--- src/hw/fcd_pkg.sv ---
// package for the flash command sequencer (host side)
// assumes a word-addressed 22-bit address and 16-bit data flash bus
package fcd_pkg;
  // ****************************************************************
  // bus widths
  // ****************************************************************
  localparam int ADDR_W = 22; // word address width
  localparam int DATA_W = 16; // data width
  // ****************************************************************
  // command addresses (word mode)
  // ****************************************************************
  localparam logic [11:0] ADR_UNLOCK1 = 12'h555; // first unlock address
  localparam logic [11:0] ADR_UNLOCK2 = 12'h2AA; // second unlock address
  localparam logic [11:0] ADR_QUERY = 12'h055; // query-table entry address
  localparam logic [11:0] ADR_ID_MAKER = 12'h000; // maker code offset
  localparam logic [11:0] ADR_ID_PART1 = 12'h001; // part code, first
  localparam logic [11:0] ADR_ID_PROT = 12'h002; // sector protect offset
  localparam logic [11:0] ADR_ID_LOCK = 12'h003; // secure-sector lock offset
  localparam logic [11:0] ADR_ID_PART2 = 12'h00E; // part code, second
  localparam logic [11:0] ADR_ID_PART3 = 12'h00F; // part code, third
  // ****************************************************************
  // command data bytes
  // ****************************************************************
  localparam logic [7:0] CMD_UNLOCK1 = 8'hAA; // first unlock datum
  localparam logic [7:0] CMD_UNLOCK2 = 8'h55; // second unlock datum
  localparam logic [7:0] CMD_RESET = 8'hF0; // return to read
  localparam logic [7:0] CMD_ID = 8'h90; // identification / bypass exit
  localparam logic [7:0] CMD_ZERO = 8'h00; // exit second cycle
  localparam logic [7:0] CMD_PROG = 8'hA0; // program setup
  localparam logic [7:0] CMD_BYPASS = 8'h20; // unlock bypass entry
  localparam logic [7:0] CMD_ERASE = 8'h80; // erase setup
  localparam logic [7:0] CMD_CHIP = 8'h10; // chip erase
  localparam logic [7:0] CMD_SECTOR = 8'h30; // sector erase / resume
  localparam logic [7:0] CMD_SUSPEND = 8'hB0; // erase suspend
  localparam logic [7:0] CMD_SECURE = 8'h88; // secure-sector entry
  localparam logic [7:0] CMD_QUERY = 8'h98; // query entry
  // ****************************************************************
  // host operation codes
  // ****************************************************************
  typedef enum logic [3:0] {
    OP_READ = 4'h0, OP_RESET = 4'h1, OP_ID = 4'h2, OP_SEC_IN = 4'h3,
    OP_SEC_OUT = 4'h4, OP_PROG = 4'h5, OP_BYP_IN = 4'h6, OP_BYP_OUT = 4'h7,
    OP_CHIP = 4'h8, OP_SECTOR = 4'h9, OP_SUSPEND = 4'hA, OP_RESUME = 4'hB,
    OP_QUERY = 4'hC, OP_ID_READ = 4'hD
  } fcd_op_e;
  // ****************************************************************
  // bus strobe timing (cycles of 4 ns)
  // ****************************************************************
  localparam int CLK_NS = 4; // clock period
  localparam int T_SETUP_NS = 30; // address/data to strobe low, least
  localparam int T_PULSE_NS = 35; // strobe low width, least
  localparam int T_HOLD_NS = 20; // strobe high recovery, least
  localparam int T_ACC_NS = 70; // read access, least
  localparam logic [7:0] CY_SETUP = 8'((T_SETUP_NS + CLK_NS - 1) / CLK_NS);
  localparam logic [7:0] CY_PULSE = 8'((T_PULSE_NS + CLK_NS - 1) / CLK_NS);
  localparam logic [7:0] CY_HOLD = 8'((T_HOLD_NS + CLK_NS - 1) / CLK_NS);
  localparam logic [7:0] CY_ACC = 8'((T_ACC_NS + CLK_NS - 1) / CLK_NS);
  // sector-add window; the host must space extra sector writes under it
  localparam int T_WINDOW_US = 80; // sector erase add window
  localparam int CY_WINDOW = T_WINDOW_US * 1000 / CLK_NS; // 20000 cycles
endpackage

--- src/hw/fcd_host.sv ---
// host-side command sequencer driving a banked parallel flash
// assumes the flash pins are sampled synchronously; one op accepted at a time
`timescale 1ns/1ns
module fcd_host (
  input wire logic mclk_i, // 250 MHz clock
  input wire logic rst_i, // synchronous reset, active high
  input wire logic req_i, // start an operation, one-cycle pulse
  input wire fcd_pkg::fcd_op_e op_i, // operation to run
  input wire logic [fcd_pkg::ADDR_W-1:0] addr_i, // target/sector/bank address
  input wire logic [fcd_pkg::DATA_W-1:0] wdata_i, // program datum
  output logic busy_o, // operation in progress
  output logic done_o, // operation finished, one-cycle pulse
  output logic [fcd_pkg::DATA_W-1:0] rdata_o, // last read datum
  output logic bypass_o, // bypass mode tracked
  output logic window_o, // sector-add window open
  output logic [fcd_pkg::ADDR_W-1:0] fl_addr_o, // flash address
  output logic [fcd_pkg::DATA_W-1:0] fl_dq_o, // flash data out
  output logic fl_dq_oe_o, // flash data drive enable
  input wire logic [fcd_pkg::DATA_W-1:0] fl_dq_i, // flash data in
  output logic fl_ce_n_o, // chip enable, active low
  output logic fl_we_n_o, // write enable, active low
  output logic fl_oe_n_o, // output enable, active low
  output logic fl_rst_n_o // hardware reset, active low
);
  import fcd_pkg::*;

  // ****************************************************************
  // state and sequence storage
  // ****************************************************************
  typedef enum logic [2:0] {
    ST_IDLE = 3'b000, ST_SETUP = 3'b001, ST_PULSE = 3'b010,
    ST_HOLD = 3'b011, ST_DONE = 3'b100
  } fcd_state_e;

  fcd_state_e state_ff; // bus phase
  logic [2:0] cyc_ff; // current cycle index in sequence
  logic [2:0] ncyc_ff; // number of cycles in sequence
  logic [7:0] tmr_ff; // phase timer
  logic [31:0] win_ff; // sector-add window counter
  logic rd_ff; // current cycle is a read
  fcd_op_e op_ff; // latched op
  logic [ADDR_W-1:0] tgt_ff; // latched target
  logic [DATA_W-1:0] dat_ff; // latched datum
  logic [ADDR_W-1:0] seq_a [6]; // per-cycle address
  logic [DATA_W-1:0] seq_d [6]; // per-cycle data
  logic [5:0] seq_r; // per-cycle read flag

  // bank-qualified word offset: bank bits kept, rest replaced
  function automatic logic [ADDR_W-1:0] bq(input logic [ADDR_W-1:0] a,
                                           input logic [11:0] off);
    bq = {a[ADDR_W-1:ADDR_W-3], 7'h00, off};
  endfunction
  // command word: upper byte driven zero, high address zero
  function automatic logic [DATA_W-1:0] cw(input logic [7:0] c);
    cw = {8'h00, c};
  endfunction
  function automatic logic [ADDR_W-1:0] ca(input logic [11:0] off);
    ca = {10'h000, off};
  endfunction

  // ****************************************************************
  // sequence table from the latched op
  // ****************************************************************
  always_comb begin
    for (int i = 0; i < 6; i++) begin
      seq_a[i] = ca(ADR_UNLOCK1);
      seq_d[i] = cw(CMD_UNLOCK1);
    end
    seq_a[1] = ca(ADR_UNLOCK2);
    seq_d[1] = cw(CMD_UNLOCK2);
    seq_a[4] = ca(ADR_UNLOCK2);
    seq_d[4] = cw(CMD_UNLOCK2);
    seq_a[2] = ca(ADR_UNLOCK1);
    seq_d[2] = cw(CMD_ID);
    seq_r = 6'b000000;
    case (op_ff)
      OP_READ: begin
        seq_a[0] = tgt_ff;
        seq_r = 6'b000001;
      end
      OP_RESET: begin
        seq_d[0] = cw(CMD_RESET);
      end
      OP_ID: begin
        seq_a[2] = bq(tgt_ff, ADR_UNLOCK1);
      end
      OP_ID_READ: begin
        seq_a[0] = tgt_ff;
        seq_r = 6'b000001;
      end
      OP_SEC_IN: begin
        seq_d[2] = cw(CMD_SECURE);
      end
      OP_SEC_OUT: begin
        seq_d[3] = cw(CMD_ZERO);
      end
      OP_PROG: begin
        if (bypass_o) begin
          seq_d[0] = cw(CMD_PROG);
          seq_a[1] = tgt_ff;
          seq_d[1] = dat_ff;
        end else begin
          seq_d[2] = cw(CMD_PROG);
          seq_a[3] = tgt_ff;
          seq_d[3] = dat_ff;
        end
      end
      OP_BYP_IN: begin
        seq_d[2] = cw(CMD_BYPASS);
      end
      OP_BYP_OUT: begin
        seq_d[0] = cw(CMD_ID);
        seq_d[1] = cw(CMD_ZERO);
      end
      OP_CHIP, OP_SECTOR: begin
        seq_d[2] = cw(CMD_ERASE);
        seq_d[5] = cw(CMD_CHIP);
        if (op_ff == OP_SECTOR) begin
          seq_a[5] = {tgt_ff[ADDR_W-1:12], 12'h000};
          seq_d[5] = cw(CMD_SECTOR);
        end
        if (window_o && op_ff == OP_SECTOR) begin
          seq_a[0] = {tgt_ff[ADDR_W-1:12], 12'h000};
          seq_d[0] = cw(CMD_SECTOR);
        end
      end
      OP_SUSPEND: begin
        seq_a[0] = bq(tgt_ff, 12'h000);
        seq_d[0] = cw(CMD_SUSPEND);
      end
      OP_RESUME: begin
        seq_a[0] = bq(tgt_ff, 12'h000);
        seq_d[0] = cw(CMD_SECTOR);
      end
      OP_QUERY: begin
        seq_a[0] = ca(ADR_QUERY);
        seq_d[0] = cw(CMD_QUERY);
      end
      default: begin
        seq_r = 6'b000000;
      end
    endcase
  end

  // cycle count of the op in the current mode
  function automatic logic [2:0] ncyc(input fcd_op_e o, input logic byp, input logic win);
    case (o)
      // id entry is three writes; its fourth cycle is a separate read op
      OP_SEC_OUT: ncyc = 3'd4;
      OP_PROG: ncyc = byp ? 3'd2 : 3'd4;
      OP_ID, OP_SEC_IN, OP_BYP_IN: ncyc = 3'd3;
      OP_BYP_OUT: ncyc = 3'd2;
      OP_CHIP: ncyc = 3'd6;
      OP_SECTOR: ncyc = win ? 3'd1 : 3'd6;
      default: ncyc = 3'd1;
    endcase
  endfunction

  // ****************************************************************
  // bus phase machine
  // ****************************************************************
  always_ff @(posedge mclk_i) begin
    if (rst_i) begin
      state_ff <= ST_IDLE;
      cyc_ff <= 3'd0;
      ncyc_ff <= 3'd0;
      tmr_ff <= 8'h00;
      rd_ff <= 1'b0;
      op_ff <= OP_READ;
      tgt_ff <= '0;
      dat_ff <= '0;
    end else begin
      case (state_ff)
        ST_IDLE: begin
          // a new op is only taken when idle; requests while busy are dropped
          if (req_i) begin
            op_ff <= op_i;
            tgt_ff <= addr_i;
            dat_ff <= wdata_i;
            ncyc_ff <= ncyc(op_i, bypass_o, window_o);
            cyc_ff <= 3'd0;
            tmr_ff <= CY_SETUP;
            state_ff <= ST_SETUP;
          end
        end
        ST_SETUP: begin
          rd_ff <= seq_r[cyc_ff];
          if (tmr_ff <= 8'h01) begin
            tmr_ff <= seq_r[cyc_ff] ? CY_ACC : CY_PULSE;
            state_ff <= ST_PULSE;
          end else begin
            tmr_ff <= tmr_ff - 8'h01;
          end
        end
        ST_PULSE: begin
          if (tmr_ff <= 8'h01) begin
            tmr_ff <= CY_HOLD;
            state_ff <= ST_HOLD;
          end else begin
            tmr_ff <= tmr_ff - 8'h01;
          end
        end
        ST_HOLD: begin
          if (tmr_ff <= 8'h01) begin
            if (cyc_ff + 3'd1 >= ncyc_ff) begin
              state_ff <= ST_DONE;
            end else begin
              cyc_ff <= cyc_ff + 3'd1;
              tmr_ff <= CY_SETUP;
              state_ff <= ST_SETUP;
            end
          end else begin
            tmr_ff <= tmr_ff - 8'h01;
          end
        end
        ST_DONE: begin
          state_ff <= ST_IDLE;
        end
        default: begin
          state_ff <= ST_IDLE;
        end
      endcase
    end
  end

  // ****************************************************************
  // pin drive: address/data stay stable around the strobe pulse
  // ****************************************************************
  always_ff @(posedge mclk_i) begin
    if (rst_i) begin
      fl_addr_o <= '0;
      fl_dq_o <= '0;
      fl_dq_oe_o <= 1'b0;
      fl_ce_n_o <= 1'b1;
      fl_we_n_o <= 1'b1;
      fl_oe_n_o <= 1'b1;
      fl_rst_n_o <= 1'b0;
    end else begin
      fl_rst_n_o <= 1'b1;
      fl_addr_o <= seq_a[cyc_ff];
      fl_dq_o <= seq_d[cyc_ff];
      fl_dq_oe_o <= (state_ff != ST_IDLE && state_ff != ST_DONE) && !seq_r[cyc_ff];
      fl_ce_n_o <= !(state_ff == ST_PULSE);
      fl_we_n_o <= !(state_ff == ST_PULSE && !rd_ff);
      fl_oe_n_o <= !(state_ff == ST_PULSE && rd_ff);
    end
  end

  // ****************************************************************
  // status outputs and read capture
  // ****************************************************************
  always_ff @(posedge mclk_i) begin
    if (rst_i) begin
      busy_o <= 1'b0;
      done_o <= 1'b0;
      rdata_o <= '0;
    end else begin
      busy_o <= (state_ff != ST_IDLE) || req_i;
      done_o <= (state_ff == ST_DONE);
      if (state_ff == ST_PULSE && rd_ff && tmr_ff == 8'h01) begin
        rdata_o <= fl_dq_i;
      end
    end
  end

  // mode tracking: bypass and the sector-add window
  always_ff @(posedge mclk_i) begin
    if (rst_i) begin
      bypass_o <= 1'b0;
      window_o <= 1'b0;
      win_ff <= 32'd0;
    end else begin
      if (state_ff == ST_DONE) begin
        if (op_ff == OP_BYP_IN) begin
          bypass_o <= 1'b1;
        end else if (op_ff == OP_BYP_OUT || op_ff == OP_RESET) begin
          bypass_o <= 1'b0;
        end
      end
      if (state_ff == ST_DONE && op_ff == OP_SECTOR) begin
        window_o <= 1'b1;
        win_ff <= 32'(CY_WINDOW);
      end else if (state_ff == ST_SETUP && op_ff != OP_SECTOR && window_o) begin
        window_o <= 1'b0;
      end else if (window_o) begin
        if (win_ff <= 32'd1) begin
          window_o <= 1'b0;
        end
        win_ff <= win_ff - 32'd1;
      end
    end
  end

  // ****************************************************************
  // checks
  // ****************************************************************
  a_we_ce_pair: assert property (@(posedge mclk_i) disable iff (rst_i)
    !fl_we_n_o |-> !fl_ce_n_o && fl_oe_n_o) else $error("write strobe without select");
  a_cmd_upper_zero: assert property (@(posedge mclk_i) disable iff (rst_i)
    (!fl_we_n_o && op_ff != OP_PROG) |-> fl_dq_o[15:8] == 8'h00)
    else $error("upper byte set in command");
  a_addr_stable: assert property (@(posedge mclk_i) disable iff (rst_i)
    (!fl_we_n_o && $past(!fl_we_n_o)) |-> $stable(fl_addr_o) && $stable(fl_dq_o))
    else $error("bus changed under strobe");
  a_read_no_drive: assert property (@(posedge mclk_i) disable iff (rst_i)
    !fl_oe_n_o |-> !fl_dq_oe_o) else $error("drive during read");
  a_done_after_busy: assert property (@(posedge mclk_i) disable iff (rst_i)
    done_o |-> $past(busy_o)) else $error("done without busy");
  a_reset_clears: assert property (@(posedge mclk_i)
    rst_i |=> !bypass_o && !window_o && !fl_rst_n_o) else $error("reset left mode");
  a_bypass_entry: assert property (@(posedge mclk_i) disable iff (rst_i)
    (state_ff == ST_DONE && op_ff == OP_BYP_IN) |=> bypass_o)
    else $error("bypass not tracked");
  a_window_open: assert property (@(posedge mclk_i) disable iff (rst_i)
    (state_ff == ST_DONE && op_ff == OP_SECTOR) |=> window_o)
    else $error("window not opened");
  c_prog: cover property (@(posedge mclk_i) state_ff == ST_DONE && op_ff == OP_PROG);
  c_sector: cover property (@(posedge mclk_i) state_ff == ST_DONE && op_ff == OP_SECTOR);
  c_read: cover property (@(posedge mclk_i) state_ff == ST_DONE && op_ff == OP_READ);
endmodule // fcd_host

--- config.mk ---
export PLATFORM = sky130hd
export DESIGN_NAME = fcd_host
export DESIGN_NICKNAME = d
export VERILOG_FILES = /design/src/hw/fcd_pkg.sv /design/src/hw/fcd_host.sv
export SDC_FILE = /design/constraint.sdc
export NUM_CORES = 1
export LEC_CHECK = 0
export CAP_MARGIN = 20
export CORE_MARGIN = 2
export CORE_UTILIZATION = 50
export DETAILED_ROUTE_END_ITERATION = 10
export DONT_BUFFER_PORTS = 1
export MAX_ROUTING_LAYER = met4
export PLACE_DENSITY = 0.65
export RECOVER_POWER = 25
export SYNTH_ARGS = -nofsm -noshare
export SYNTH_HDL_FRONTEND = slang
export SYNTH_SLANG_ARGS = --single-unit
--- constraint.sdc ---
create_clock -name mclk_i -period 3 [get_ports mclk_i]
set_input_delay 0 -clock mclk_i [delete_from_list [all_inputs] [get_ports mclk_i]]
set_output_delay 0 -clock mclk_i [all_outputs]
set_load 0.1 [all_outputs]
==> results.py <==
metrics = {
    "synthesis": {
        "synth-main-ff-cell": "dfxtp_1",
        "synthCells": 811,
        "synth_edf_count": 0,
        "async_reset_ff_frac": 0,
        "yosysTopAreaCell": "dfxtp_1",
        "synthTopCellsByArea": "dfxtp_1 (45%), a21oi_1 (6.3%), nand2_1 (6.1%)",
        "synth_nets": 881,
        "yosys_warnings": 0,
        "avgSynthCellArea_um2": 8.46,
        "synth.distinct_cells": 66,
        "ys_seq_elements": 155,
        "synth_top_area_share": 0.452,
        "synth_area_um2": 6860,
        "synth_seq_area_share": 0.452,
    },
    "floorplanning": {
        "fp.coreArea_um2": 13300,
        "initial_core_util": 0.516,
        "die_w_um": 121,
        "num_io_pins": 124,
        "dieHeight_um": 121,
        "rows": 42,
        "dieArea_um2": 14700,
    },
    "min_path": {
        "min_path_type": "input port to flop",
    },
    "worst_setup_path": {
        "cp-start-kind": "flop",
        "path_class": "flop to flop",
        "crit_top_cell": "ha_1",
        "critPathMaxFanout": 7,
        "cp.required_ns": 3.31,
        "crit_path_top_delay_cell": "dlygate4sd3_1",
        "path_cells": "ha_1 > xor2_1 > ha_1 > a21o_1 > a31oi_1 > o31ai_4 > o21ai_0 > a21oi_1 > dlygate4sd3_1",
        "cp-end-kind": "flop",
        "cp_data_arrival_time_ns": 3.04,
        "max_stage_delay_ns": 0.57,
    },
    "power_and_ir_drop": {
        "power_uw": 6860,
        "ir_drop_uv": 491,
        "p_leak_uw": 0.00336,
        "powerDensity_nw_per_um2": 825,
    },
    "layout": {
        "area_growth_pct": 21.2,
        "final_cell_mix": "dfxtp_1 (155), nand2_1 (112), a21oi_1 (87)",
        "multi_input_area_um2": 3500,
        "seq_area_um2": 3100,
        "finish.utilization": 0.625,
        "drive_above_1_share": 0.100,
        "diodes": 0,
        "nNetsFinal": 936,
        "fillers": 1148,
        "final_common_cell": "dfxtp_1",
    },
    "status": {
        "status": "complete, no violations",
    },
    "drt": {
        "vias_per_cell": 5.61,
        "drt.antenna.violating_nets": 0,
        "drt_first_iter_violations": 415,
        "drcViolationCount": 0,
        "vias": 5917,
        "routed_wl_um": 17000,
        "drt-pass1-iter-count": 5,
        "wl_per_cell_um": 16.1,
    },
    "place": {
        "io_buffers": 0,
        "gp_congestion": 0.916,
        "detailed_place_hpwl_um": 11200,
        "pre_cts_slack_ns": 0.503,
    },
    "global_route": {
        "track_usage": 0.246,
        "grt_pass1_vias": 5691,
        "grt_antenna_before_repair": 0,
        "overflow": 0,
        "grt_max_degree": 98,
        "grt_pass1_wl_um": 28000,
    },
    "sta": {
        "fin_setup_tns_ns": 0,
        "fmax_mhz": 366,
        "finalCritPeriodShare": 0.910,
        "slew_headroom": 0.333,
        "rsz0062_at_grt": "false",
        "fin_ws_ns": 0.270,
        "worst_slew_pin_slew_ns": 1.00,
        "final.min_clock_period_ns": 2.73,
        "setup_viol": 0,
        "drv_slew": 0,
        "hold_viol_final": 0,
        "skew_ns": 0.00611,
    },
    "clocking": {
        "clock_latency_ns": 0.42,
        "htree_levels": 4,
        "cts.sinks": 155,
        "clock_path_buffers": 2,
        "clk_pin_slew_ns": 0.06,
        "cts_buffers": 17,
        "root_buffer": "clkbuf_16",
        "post_cts_buffers": 0,
        "cts_tree": "yes",
    },
    "run": {
        "max-cap-violations": 0,
    },
}
[metal layers]
metal  track usage  share of wire  up-vias
li1              -              -     2939
met1         0.324           0.46     2761
met2         0.374           0.46      200
met3        0.0545          0.068       17
met4        0.0862          0.012        0
met5             -              0        -
[power breakdown]
group          switching, uW  internal (uW)
combinational            998            652
sequential               752           2330
clock                    853           1280
total                   2600           4260
[cells in the mapped netlist, types with 8 or more instances]
library cell / n
nand3_1: 9
nand2_1: 112
o21ai_0: 25
nand3b_1: 8
mux2i_1: 17
nand2b_1: 15
o31ai_1: 8
clkbuf_1: 46
nor2_1: 78
and2_1: 19
or3_1: 15
nor4_2: 12
ha_1: 9
xnor2_1: 27
nor3_1: 28
nor4_1: 12
a21oi_1: 87
a31oi_1: 8
inv_1: 12
dfxtp_1: 155
[worst max-delay path: cells and delay by family, from the launching register on]
kind,cells,cell delay (ns)
xor gates and xnor gates,1,0.17
adders and majority gates,2,0.51
buffers and inverters,1,0.57
DFF,1,0.44
AOI/OAI and AO/OA,5,0.91
[registers in the layout (all words and copies together) (netlist names), 4 cells and up]
signal / flops
tgt_ff: 22
fl_addr_o: 22
op_ff: 4
dat_ff: 16
tmr_ff: 8
rdata_o: 16
fl_dq_o: 16
win_ff: 32
[final timing paths]
kind,startpoint,slack [ns],end,cells past startpoint
setup / recovery,cyc_ff[1]$_SDFFE_PP0P_,0.27,tmr_ff[5]$_SDFFE_PP0P_,9
hold / removal,op_i[0],0.06,ncyc_ff[1]$_SDFFE_PP0P_,3
setup reg to reg,cyc_ff[1]$_SDFFE_PP0P_,0.27,tmr_ff[5]$_SDFFE_PP0P_,9
hold reg to reg,rd_ff$_SDFFE_PP0P_,0.42,fl_oe_n_o$_SDFF_PP1_,1
[area by class of cell]
class / instances / share of cell area
multi-input combinational: 587 / 0.421
inverter: 16 / 0.00722
clock inverter: 12 / 0.0167
timing repair buffer: 89 / 0.101
sequential: 155 / 0.373
tap: 176 / 0.0265
clock buffer: 20 / 0.0549
[through the flow]
stage	cell area, um^2	instances	hold slack [ns]
3_3_place_gp	7070	960	0.0810
3_5_place_dp	7070	960	0.0840
5_1_grt	8320	1055	0.0691
4_1_cts	8310	1055	0.0206
2_1_floorplan	6860	811	0.136
6_report	8320	1055	0.0612
[logic make-up (layout without fill, tap and decap cells)]
| family | count (synthesis) | count (layout) | synth area share |
|---|---|---|---|
| AND/OR/NAND/NOR | 341 | 341 | 0.254 |
| AO/OA/AOI/OAI | 189 | 189 | 0.173 |
| flip-flops | 155 | 155 | 0.452 |
| buffers and inverters | 69 | 137 | 0.0405 |
| XOR/XNOR | 30 | 30 | 0.0383 |
| multiplexers | 18 | 18 | 0.0264 |
| adder cells (fa/ha/maj) | 9 | 9 | 0.0164 |
[repair_timing]
item | in CTS | in global routing
resized for setup | 0 | 1
endpoints found under the hold margin | 104 | 0
setup endpoints to repair | 0 | 1
hold buffers | 63 | 0
Power figures use the tool's default switching activity.
